### src/hdl/cfg_space_cfg.svh
// configuration space offsets, field positions and fixed values
// assumes: included by the register set and rom decode modules
`ifndef CFG_SPACE_CFG_SVH
`define CFG_SPACE_CFG_SVH

// -----------------------------------------------------------------
// byte offsets of the configuration registers
// -----------------------------------------------------------------
`define CFG_OFS_CMD 8'h04
`define CFG_OFS_STAT 8'h06
`define CFG_OFS_BAR 8'h10
`define CFG_OFS_ROM 8'h30
`define CFG_OFS_INTL 8'h3C

// -----------------------------------------------------------------
// command register fields
// -----------------------------------------------------------------
`define CMD_IO_BIT 0
`define CMD_MEM_BIT 1
`define CMD_SPC_BIT 3
`define CMD_SNOOP_BIT 5
`define CMD_PERR_BIT 6
`define CMD_STEP_BIT 7

// -----------------------------------------------------------------
// status register fields
// -----------------------------------------------------------------
`define STAT_TABT_BIT 11
`define STAT_DEVSEL_FAST 2'h0

// -----------------------------------------------------------------
// base, rom and interrupt fixed values
// -----------------------------------------------------------------
`define ROM_FIXED_VALUE 32'h000C0000
`define ROM_VGA_BASE 32'h000C0000
`define ROM_WIN_BITS 15
`define INTL_REV_A_VALUE 8'hFF
`define INTL_HI_REV_B 4'hF
`define INTL_HI_LATE 4'h0
`define INT_PIN_VALUE 8'h01
`define REG_RESET_ZERO 1'b0

`endif

### src/hdl/cfg_space_pkg.sv
// types shared by the configuration space modules
// assumes: nothing beyond the compile order
package cfg_space_pkg;

    // silicon revision selects the variant of several fields
    typedef enum logic [1:0] {
        REV_A = 2'b00,
        REV_B = 2'b01,
        REV_C = 2'b10,
        REV_D = 2'b11
    } rev_t;

endpackage : cfg_space_pkg

### src/hdl/pci_config_space_regs.sv
// configuration register set of a display controller on a pci bus
// assumes: config cycles already decoded into single-cycle strobes
// Operation
// - command bit 1 gates memory cycles; late revisions reset it to zero
// - command bit 0 gates i/o cycles; late revisions reset it to zero
// - command reads 15:10 zero, 9:0 as pattern 0010000000 at reset, 0010000011 on early revisions
// - status write of one clears that bit; writing never sets
// - status bits 10:9 report fast select timing, fixed 00
// - status bit 8 always reads zero on this target
// - interrupt line bits 3:0 writable; upper nibble zero late revisions
// - revision b upper nibble ones; revision a whole byte ones, read-only
// - interrupt pin reads one in bit 8, zeros in 15:9
// - aperture base keeps bits 31:24, reads zero in 23:0
// - base 31:30 compared with address only when linear decode set; revision b never compares
// - early rom register reads 000C0000 plus writable enable bit 0
// - later rom 31:28 writable, zero at reset; lock blocks, reads zero
// - rom at vga base when remap zero, else 256MB region repeating
// - rom enable resets zero; rom answers only with memory space set
// - moving display memory range never disables rom decoding
// - command bit 7 stepping fixed at one, ignores writes
// - parity response bit resets zero
`timescale 1ns/1ps
`include "cfg_space_cfg.svh"
module pci_config_space_regs
    import cfg_space_pkg::*;
#(
    parameter rev_t REVISION = REV_D,
    parameter int ROM_WIN = `ROM_WIN_BITS
) (
    input wire logic CLK,
    input wire logic RESET,
    input wire logic CFG_RD,
    input wire logic CFG_WR,
    input wire logic [5:0] CFG_INDEX,
    input wire logic [3:0] CFG_BE,
    input wire logic [31:0] CFG_WDATA,
    output logic [31:0] CFG_RDATA,
    output logic CFG_ACK,
    input wire logic MEM_REQ,
    input wire logic IO_REQ,
    input wire logic [31:0] MEM_ADDR,
    input wire logic LIN_DECODE_EN,
    input wire logic ROM_REMAP_LOCK,
    input wire logic TARGET_ABORT,
    output logic IO_ACCEPT,
    output logic APERTURE_HIT,
    output logic ROM_HIT,
    output logic [ROM_WIN-1:0] ROM_OFFSET,
    output logic MEM_SPACE_EN,
    output logic IO_SPACE_EN,
    output logic PARITY_RESP_EN,
    output logic PALETTE_SNOOP_EN,
    output logic SPECIAL_CYCLE_EN
);
    // -----------------------------------------------------------------
    // elaboration checks
    // -----------------------------------------------------------------
    if (ROM_WIN < 1 || ROM_WIN > 27) begin : g_bad_win
        $error("rom window width out of range");
    end

    // -----------------------------------------------------------------
    // constants
    // -----------------------------------------------------------------
    localparam logic [7:0] OFS_CMD = `CFG_OFS_CMD;
    localparam logic [7:0] OFS_BAR = `CFG_OFS_BAR;
    localparam logic [7:0] OFS_ROM = `CFG_OFS_ROM;
    localparam logic [7:0] OFS_INTL = `CFG_OFS_INTL;
    localparam logic [5:0] IDX_CMD = OFS_CMD[7:2];
    localparam logic [5:0] IDX_BAR = OFS_BAR[7:2];
    localparam logic [5:0] IDX_ROM = OFS_ROM[7:2];
    localparam logic [5:0] IDX_INTL = OFS_INTL[7:2];
    localparam logic [31:0] ROM_FIXED = `ROM_FIXED_VALUE;
    localparam bit EARLY_REV = (REVISION == REV_A) || (REVISION == REV_B);
    localparam bit ROM_REMAP_OK = (REVISION == REV_C) || (REVISION == REV_D);
    localparam logic SPACE_RST = EARLY_REV ? 1'b1 : `REG_RESET_ZERO;

    // -----------------------------------------------------------------
    // access decode
    // -----------------------------------------------------------------
    logic wr_cmd;
    logic wr_bar;
    logic wr_rom;
    logic wr_intl;
    // only config write strobes and target abort alter config register state
    assign wr_cmd = CFG_WR && (CFG_INDEX == IDX_CMD);
    assign wr_bar = CFG_WR && (CFG_INDEX == IDX_BAR);
    assign wr_rom = CFG_WR && (CFG_INDEX == IDX_ROM);
    assign wr_intl = CFG_WR && (CFG_INDEX == IDX_INTL);

    // -----------------------------------------------------------------
    // command register
    // -----------------------------------------------------------------
    logic io_en_r;
    logic mem_en_r;
    logic spc_en_r;
    logic snoop_en_r;
    logic perr_en_r;
    logic [15:0] cmd_word;

    always_ff @(posedge CLK or posedge RESET) begin
        if (RESET) begin
            io_en_r <= SPACE_RST;
            mem_en_r <= SPACE_RST;
        end else if (wr_cmd && CFG_BE[0]) begin
            io_en_r <= CFG_WDATA[`CMD_IO_BIT];
            mem_en_r <= CFG_WDATA[`CMD_MEM_BIT];
        end
    end

    always_ff @(posedge CLK or posedge RESET) begin
        if (RESET) begin
            spc_en_r <= 1'b0;
            snoop_en_r <= 1'b0;
            perr_en_r <= 1'b0;
        end else if (wr_cmd && CFG_BE[0]) begin
            spc_en_r <= CFG_WDATA[`CMD_SPC_BIT];
            snoop_en_r <= CFG_WDATA[`CMD_SNOOP_BIT];
            perr_en_r <= CFG_WDATA[`CMD_PERR_BIT];
        end
    end

    always_comb begin
        cmd_word = 16'h0000;
        cmd_word[`CMD_IO_BIT] = io_en_r;
        cmd_word[`CMD_MEM_BIT] = mem_en_r;
        cmd_word[`CMD_SPC_BIT] = spc_en_r;
        cmd_word[`CMD_SNOOP_BIT] = snoop_en_r;
        cmd_word[`CMD_PERR_BIT] = perr_en_r;
        cmd_word[`CMD_STEP_BIT] = 1'b1;
    end

    // -----------------------------------------------------------------
    // status register
    // -----------------------------------------------------------------
    logic tabt_r;
    logic tabt_clr;
    logic [15:0] stat_word;
    assign tabt_clr = wr_cmd && CFG_BE[3] && CFG_WDATA[16 + `STAT_TABT_BIT];

    always_ff @(posedge CLK or posedge RESET) begin
        if (RESET) begin
            tabt_r <= 1'b0;
        end else if (TARGET_ABORT) begin
            tabt_r <= 1'b1;
        end else if (tabt_clr) begin
            tabt_r <= 1'b0;
        end
    end

    always_comb begin
        stat_word = 16'h0000;
        stat_word[`STAT_TABT_BIT] = tabt_r;
        stat_word[10:9] = `STAT_DEVSEL_FAST;
        stat_word[8] = 1'b0;
    end

    // -----------------------------------------------------------------
    // interrupt line and pin
    // -----------------------------------------------------------------
    logic [3:0] intl_r;
    logic [7:0] intl_byte;
    logic [7:0] ipin_byte;
    always_ff @(posedge CLK or posedge RESET) begin
        if (RESET) begin
            intl_r <= 4'h0;
        end else if (wr_intl && CFG_BE[0] && (REVISION != REV_A)) begin
            intl_r <= CFG_WDATA[3:0];
        end
    end

    always_comb begin
        if (REVISION == REV_A) begin
            intl_byte = `INTL_REV_A_VALUE;
        end else if (REVISION == REV_B) begin
            intl_byte = {`INTL_HI_REV_B, intl_r};
        end else begin
            intl_byte = {`INTL_HI_LATE, intl_r};
        end
        ipin_byte = `INT_PIN_VALUE;
    end

    // -----------------------------------------------------------------
    // linear aperture base
    // -----------------------------------------------------------------
    logic [7:0] bar_hi_r;
    always_ff @(posedge CLK or posedge RESET) begin
        if (RESET) begin
            bar_hi_r <= 8'h00;
        end else if (wr_bar && CFG_BE[3]) begin
            bar_hi_r <= CFG_WDATA[31:24];
        end
    end

    // -----------------------------------------------------------------
    // expansion rom base
    // -----------------------------------------------------------------
    logic rom_en_r;
    logic [3:0] remap_r;
    logic [3:0] remap_eff;
    logic [31:0] rom_word;
    always_ff @(posedge CLK or posedge RESET) begin
        if (RESET) begin
            rom_en_r <= 1'b0;
        end else if (wr_rom && CFG_BE[0]) begin
            rom_en_r <= CFG_WDATA[0];
        end
    end

    always_ff @(posedge CLK or posedge RESET) begin
        if (RESET) begin
            remap_r <= 4'h0;
        end else if (wr_rom && CFG_BE[3] && ROM_REMAP_OK && !ROM_REMAP_LOCK) begin
            remap_r <= CFG_WDATA[31:28];
        end
    end

    always_comb begin
        // lock forces zero, read and decode
        if (ROM_REMAP_OK && !ROM_REMAP_LOCK) begin
            remap_eff = remap_r;
        end else begin
            remap_eff = 4'h0;
        end
        // fixed body, enable in bit 0
        rom_word = {ROM_FIXED[31:1], rom_en_r};
        rom_word[31:28] = ROM_REMAP_OK ? remap_eff : ROM_FIXED[31:28];
    end

    // -----------------------------------------------------------------
    // config read path
    // -----------------------------------------------------------------
    logic [31:0] rd_nxt;
    logic [31:0] rdata_r;
    logic ack_r;
    always_comb begin
        if (CFG_INDEX == IDX_CMD) begin
            rd_nxt = {stat_word, cmd_word};
        end else if (CFG_INDEX == IDX_BAR) begin
            rd_nxt = {bar_hi_r, 24'h000000};
        end else if (CFG_INDEX == IDX_ROM) begin
            rd_nxt = rom_word;
        end else if (CFG_INDEX == IDX_INTL) begin
            rd_nxt = {16'h0000, ipin_byte, intl_byte};
        end else begin
            rd_nxt = 32'h00000000;
        end
    end

    always_ff @(posedge CLK or posedge RESET) begin
        if (RESET) begin
            rdata_r <= 32'h00000000;
        end else if (CFG_RD) begin
            rdata_r <= rd_nxt;
        end
    end

    always_ff @(posedge CLK or posedge RESET) begin
        if (RESET) begin
            ack_r <= 1'b0;
        end else begin
            ack_r <= CFG_RD | CFG_WR;
        end
    end

    assign CFG_RDATA = rdata_r;
    assign CFG_ACK = ack_r;

    // -----------------------------------------------------------------
    // memory and i/o decode
    // -----------------------------------------------------------------
    logic ap_hit;
    logic rom_hit;
    logic [ROM_WIN-1:0] rom_ofs;
    logic ap_hit_r;
    logic rom_hit_r;
    logic [ROM_WIN-1:0] rom_ofs_r;
    logic io_acc_r;

    aperture_decode #(
        .REVISION(REVISION)
    ) u_aperture (
        .mem_en(mem_en_r),
        .lin_decode_en(LIN_DECODE_EN),
        .base_top(bar_hi_r[7:6]),
        .addr_top(MEM_ADDR[31:30]),
        .hit(ap_hit)
    );

    rom_decode #(
        .WIN_BITS(ROM_WIN)
    ) u_rom (
        .mem_en(mem_en_r),
        .rom_en(rom_en_r),
        .remap(remap_eff),
        .addr(MEM_ADDR),
        .hit(rom_hit),
        .offset(rom_ofs)
    );

    always_ff @(posedge CLK or posedge RESET) begin
        if (RESET) begin
            ap_hit_r <= 1'b0;
            rom_hit_r <= 1'b0;
        end else begin
            ap_hit_r <= MEM_REQ & ap_hit;
            rom_hit_r <= MEM_REQ & rom_hit;
        end
    end

    always_ff @(posedge CLK or posedge RESET) begin
        if (RESET) begin
            rom_ofs_r <= '0;
        end else if (MEM_REQ) begin
            rom_ofs_r <= rom_ofs;
        end
    end

    always_ff @(posedge CLK or posedge RESET) begin
        if (RESET) begin
            io_acc_r <= 1'b0;
        end else begin
            io_acc_r <= IO_REQ & io_en_r;
        end
    end

    // -----------------------------------------------------------------
    // outputs
    // -----------------------------------------------------------------
    assign APERTURE_HIT = ap_hit_r;
    assign ROM_HIT = rom_hit_r;
    assign ROM_OFFSET = rom_ofs_r;
    assign IO_ACCEPT = io_acc_r;
    assign MEM_SPACE_EN = mem_en_r;
    assign IO_SPACE_EN = io_en_r;
    assign PARITY_RESP_EN = perr_en_r;
    assign PALETTE_SNOOP_EN = snoop_en_r;
    assign SPECIAL_CYCLE_EN = spc_en_r;

endmodule : pci_config_space_regs

### src/hdl/aperture_decode.sv
// linear aperture hit decode for a memory address
// assumes: inputs steady within the sampling cycle
`timescale 1ns/1ps
module aperture_decode
    import cfg_space_pkg::*;
#(
    parameter rev_t REVISION = REV_D
) (
    input wire logic mem_en,
    input wire logic lin_decode_en,
    input wire logic [1:0] base_top,
    input wire logic [1:0] addr_top,
    output logic hit
);
    logic top_ok;

    always_comb begin
        if (REVISION == REV_B) begin
            top_ok = 1'b1;
        end else if (lin_decode_en) begin
            top_ok = (base_top == addr_top);
        end else begin
            top_ok = 1'b1;
        end
        hit = mem_en & lin_decode_en & top_ok;
    end

endmodule : aperture_decode

### src/hdl/rom_decode.sv
// expansion rom window decode for a memory address
// assumes: inputs steady within the sampling cycle
`timescale 1ns/1ps
`include "cfg_space_cfg.svh"
module rom_decode
    import cfg_space_pkg::*;
#(
    parameter int WIN_BITS = `ROM_WIN_BITS
) (
    input wire logic mem_en,
    input wire logic rom_en,
    input wire logic [3:0] remap,
    input wire logic [31:0] addr,
    output logic hit,
    output logic [WIN_BITS-1:0] offset
);
    localparam logic [31:0] VGA_BASE = `ROM_VGA_BASE;
    logic in_win;

    always_comb begin
        if (remap == 4'h0) begin
            in_win = (addr[31:WIN_BITS] == VGA_BASE[31:WIN_BITS]);
        end else begin
            in_win = (addr[31:28] == remap);
        end
        hit = mem_en & rom_en & in_win;
        offset = addr[WIN_BITS-1:0];
    end

endmodule : rom_decode

### config.mk
export PLATFORM = sky130hd
export DESIGN_NAME = pci_config_space_regs
export DESIGN_NICKNAME = d
export VERILOG_FILES = /design/src/hdl/cfg_space_pkg.sv /design/src/hdl/pci_config_space_regs.sv /design/src/hdl/aperture_decode.sv /design/src/hdl/rom_decode.sv
export VERILOG_INCLUDE_DIRS = /design/src /design/src/hdl
export SDC_FILE = /design/constraint.sdc
export NUM_CORES = 1
export LEC_CHECK = 0
export BUFFER_PORTS_ARGS = -buffer_cell sky130_fd_sc_hd__buf_4
export CORE_ASPECT_RATIO = 0.5
export CORE_MARGIN = 8
export CORE_UTILIZATION = 41
export CTS_CLUSTER_DIAMETER = 100
export DETAILED_ROUTE_END_ITERATION = 10
export GPL_TIMING_DRIVEN = 0
export PLACE_DENSITY = 0.88
export SLEW_MARGIN = 30
export SYNTH_ARGS = -nofsm -noshare
export SYNTH_HDL_FRONTEND = slang
export SYNTH_SLANG_ARGS = --single-unit
### constraint.sdc
create_clock -name CLK -period 1.6 [get_ports CLK]
set_input_delay 0.08 -clock CLK [delete_from_list [all_inputs] [get_ports CLK]]
set_output_delay 0.08 -clock CLK [all_outputs]
set_load 0.05 [all_outputs]
==> impl_metrics.toml <==
[outcome]
status = "finished, final reports clean"

[sta]
worstMarginPinSlew_ns = 0.6023
worst_clock_skew_ns = 0.007221
rsz0062_at_grt = "false"
fmax_ghz = 0.6470
hold_slack_ns = 0.008175
hold_viol = 0
fin_ws_ns = 0.05448
finalCritPeriodShare_pct = 96.60
period_needed_ns = 1.546
finalSetupTns_ns = 0
maxSlewHeadroom_pct = 59.51
finalSetupViolCount = 0
drv_slew = 0

[min_path]
hp-start = "CFG_WDATA[30]"
hold_path_class = "primary input to flop"
hold_end = "bar_hi_r[6]$_DFFE_PP0P_"
min_path_cells = 2

[routing]
num_vias = 2534
via_per_inst = 5.391
drc = 0
drt_pass1_iterations = 4
routed_wl_um = 10010
antenna_left = 0
wl_per_cell_um = 21.30
first_iter_violations = 245

[die]
rows = 20
die-area_um2 = 9471
initial_core_util_pct = 43.17
io-pin-count = 139
dieHeight_um = 72.93
die_w_um = 129.9
coreArea_um2 = 6156

[layout]
final_area_um2 = 4284
fin_nets = 461
areaGrowthSynthToFinish_pct = 61.21
layout_commonest_cell = "buf_4"
final_core_util_pct = 69.59
antennaDiodeCount = 0
final_cell_mix = "118 x buf_4, 58 x dfrtp_1, 39 x mux2_2, 29 x dlygate4sd3_1, 15 x nand2_1"
drive_gt1_share_pct = 49.74
fill_cells = 392
finalNonFillerCells = 470

[power_and_ir_drop]
power.leakage_nw = 2.054
p_per_area_nw_per_um2 = 1088
total_power_mw = 4.661
peakVddDrop_mv = 0.8396

[clock_tree]
cts_root_buffer = "clkbuf_16"
htreeDepth = 3
clk_latency_ns = 0.33
tritoncts = "built"
clock_sinks = 59
cts_buffer_depth = 2
cts_buffers = 9
cts.reportedPaths.clkPinSlew_ns = 0.06

[logic_synthesis]
synth.area.mux_share_pct = 16.90
ys_seq_elements = 59
synth_simple_gate_area_share_pct = 11.91
postSynthAreaPerCell_um2 = 12.03
synthCells = 221
yosys_warnings = 0
syn_area_um2 = 2658
synth_cell_types = 39
synth_top_family_by_area = "multiplexers"
ys_seq_area_share_pct = 55.56
synth_xor_area_share_pct = 1.318
synth_compound_area_share_pct = 7.250
synthAdderAreaFrac_pct = 0

[critical_path]
reg2reg_setup_slack_ns = 0.09
reg2reg_depth = 4
worst_ep_arrival_time_ns = 1.75
crit_fanout = 9
end_kind = "flop"
regToRegEndpoint = "CFG_RDATA[0]$_DFFE_PP0P_"
cp-start-kind = "primary input"
r2r-start = "rom_en_r$_DFFE_PP0P_"
path_class = "primary input to flop"
worstPathRequired_ns = 1.81

[global_route]
antenna_found_initial = 0
grt_pass1_wl_um = 15150
overflow = 0
grt_pass1_vias = 2760
grt_max_degree = 45
grt_usage_pct = 20.98

[placement]
gp_routability_congestion = 0.7980
placed_cell_area_um2 = 3605
place.detailed.instances = 425
hpwl_um = 5703
io_buffers = 102
post-place-ws_ns = -0.3353

[run]
maxCapViolCount = 0
[cell type report]
| class | count | area, um^2 | share of cell area (%) |
|---|---|---|---|
| Clock inverter | 4 | 73.82 | 1.723 |
| Clock buffer | 11 | 252.7 | 5.900 |
| Timing Repair Buffer | 133 | 1084 | 25.29 |
| Multi-Input combinational cell | 141 | 1100 | 25.67 |
| Buffer | 21 | 135.1 | 3.154 |
| Inverter | 13 | 51.30 | 1.197 |
| Sequential cell | 59 | 1478 | 34.49 |
| Tap cell | 88 | 110.1 | 2.570 |
[worst max-delay path, cell delays in order]
cell	delay, ns
buf_4	0.14
or4b_4	0.56
nor3_4	0.38
nand3_2	0.24
mux2_2	0.35
[synthesized netlist by cell type]
master / n / area share (%)
xor2_1: 2 / 0.66
a31oi_1: 2 / 0.47
o221ai_1: 3 / 0.99
nor4_1: 5 / 1.2
and4bb_2: 1 / 0.47
conb_1: 1 / 0.14
nand2_1: 15 / 2.1
nor2_1: 10 / 1.4
and2b_1: 1 / 0.28
nor2_2: 1 / 0.24
a21o_1: 3 / 0.85
or3b_2: 1 / 0.33
mux2i_1: 1 / 0.38
or2_2: 1 / 0.24
buf_1: 1 / 0.14
a22oi_1: 2 / 0.56
dfrtp_1: 59 / 56
inv_1: 13 / 1.8
nor3_4: 1 / 0.61
buf_4: 15 / 4.2
clkbuf_1: 5 / 0.71
nand3_1: 7 / 1.3
nand3b_2: 1 / 0.42
a21oi_1: 5 / 0.94
a2111oi_0: 2 / 0.66
nor4bb_1: 3 / 1.1
nand3_2: 1 / 0.38
o2111ai_1: 1 / 0.33
o22ai_1: 4 / 0.94
o21ai_0: 6 / 1.1
nand4_1: 1 / 0.24
o2bb2a_1: 1 / 0.38
and2_1: 1 / 0.24
mux2_2: 39 / 17
or4b_4: 1 / 0.52
nor3_1: 1 / 0.19
nor3_2: 1 / 0.38
xnor2_1: 2 / 0.66
or3_1: 1 / 0.24
[timing repair]
item                       CTS  global route
buffers inserted             0             1
hold buffers                29             0
pin swaps                    0             1
hold endpoints to repair    90             0
gates cloned                 0             0
setup endpoints to repair    9            18
resized for setup            3             9
[worst max-delay path by stage]
stage,startpoint,endpoint,slack [ns],cells after the start
2_1_floorplan,RESET,APERTURE_HIT$_DFF_PP0_,0.06,1
3_5_place_dp,CFG_INDEX[1],bar_hi_r[2]$_DFFE_PP0P_,-0.34,5
5_1_grt,CFG_INDEX[1],MEM_SPACE_EN$_DFFE_PP0P_,0.004,5
4_1_cts,rom_en_r$_DFFE_PP0P_,CFG_RDATA[0]$_DFFE_PP0P_,0.03,4
6_report,CFG_INDEX[1],MEM_SPACE_EN$_DFFE_PP0P_,0.05,5
3_3_place_gp,RESET,CFG_RDATA[24]$_DFFE_PP0P_,-0.52,2
[power breakdown]
group          leakage, nW  total [mW]  internal (mW)  switching (mW)
clock                0.162        2.14           1.44           0.698
combinational         1.13       0.863          0.348           0.516
sequential           0.766        1.66           1.59          0.0752
[cell families after synthesis]
| logic type | after synthesis |
|---|---|
| and+or+nand+nor | 54 |
| xor gates and xnor gates | 4 |
| muxes | 40 |
| AOI/OAI and AO/OA | 29 |
| other | 1 |
| DFF | 59 |
| buffers and inverters | 34 |
[flip-flops by register name, indices dropped and copies added, names as in the netlist]
| name | cells |
|---|---|
| IO_SPACE_EN | 1 |
| SPECIAL_CYCLE_EN | 1 |
| intl_r | 4 |
| rom_en_r | 1 |
| APERTURE_HIT | 1 |
| remap_r | 4 |
| MEM_SPACE_EN | 1 |
| CFG_RDATA | 17 |
| ROM_OFFSET | 15 |
| PALETTE_SNOOP_EN | 1 |
| tabt_r | 1 |
| ROM_HIT | 1 |
| CFG_ACK | 1 |
| IO_ACCEPT | 1 |
| bar_hi_r | 8 |
| PARITY_RESP_EN | 1 |
[per-layer routing]
| layer | GRT usage [%] | routed length [um] | vias to the layer above | share of wire [%] |
|---|---|---|---|---|
| met5 | 0 | 0 | - | 0 |
| met4 | 9.311 | 417 | 0 | 4.2 |
| met3 | 6.414 | 919 | 45 | 9.2 |
| met2 | 37.31 | 5126 | 175 | 51 |
| met1 | 22.86 | 3548 | 1249 | 35 |
| li1 | - | - | 1065 | - |
No activity file was read; power rests on OpenSTA's default activity.
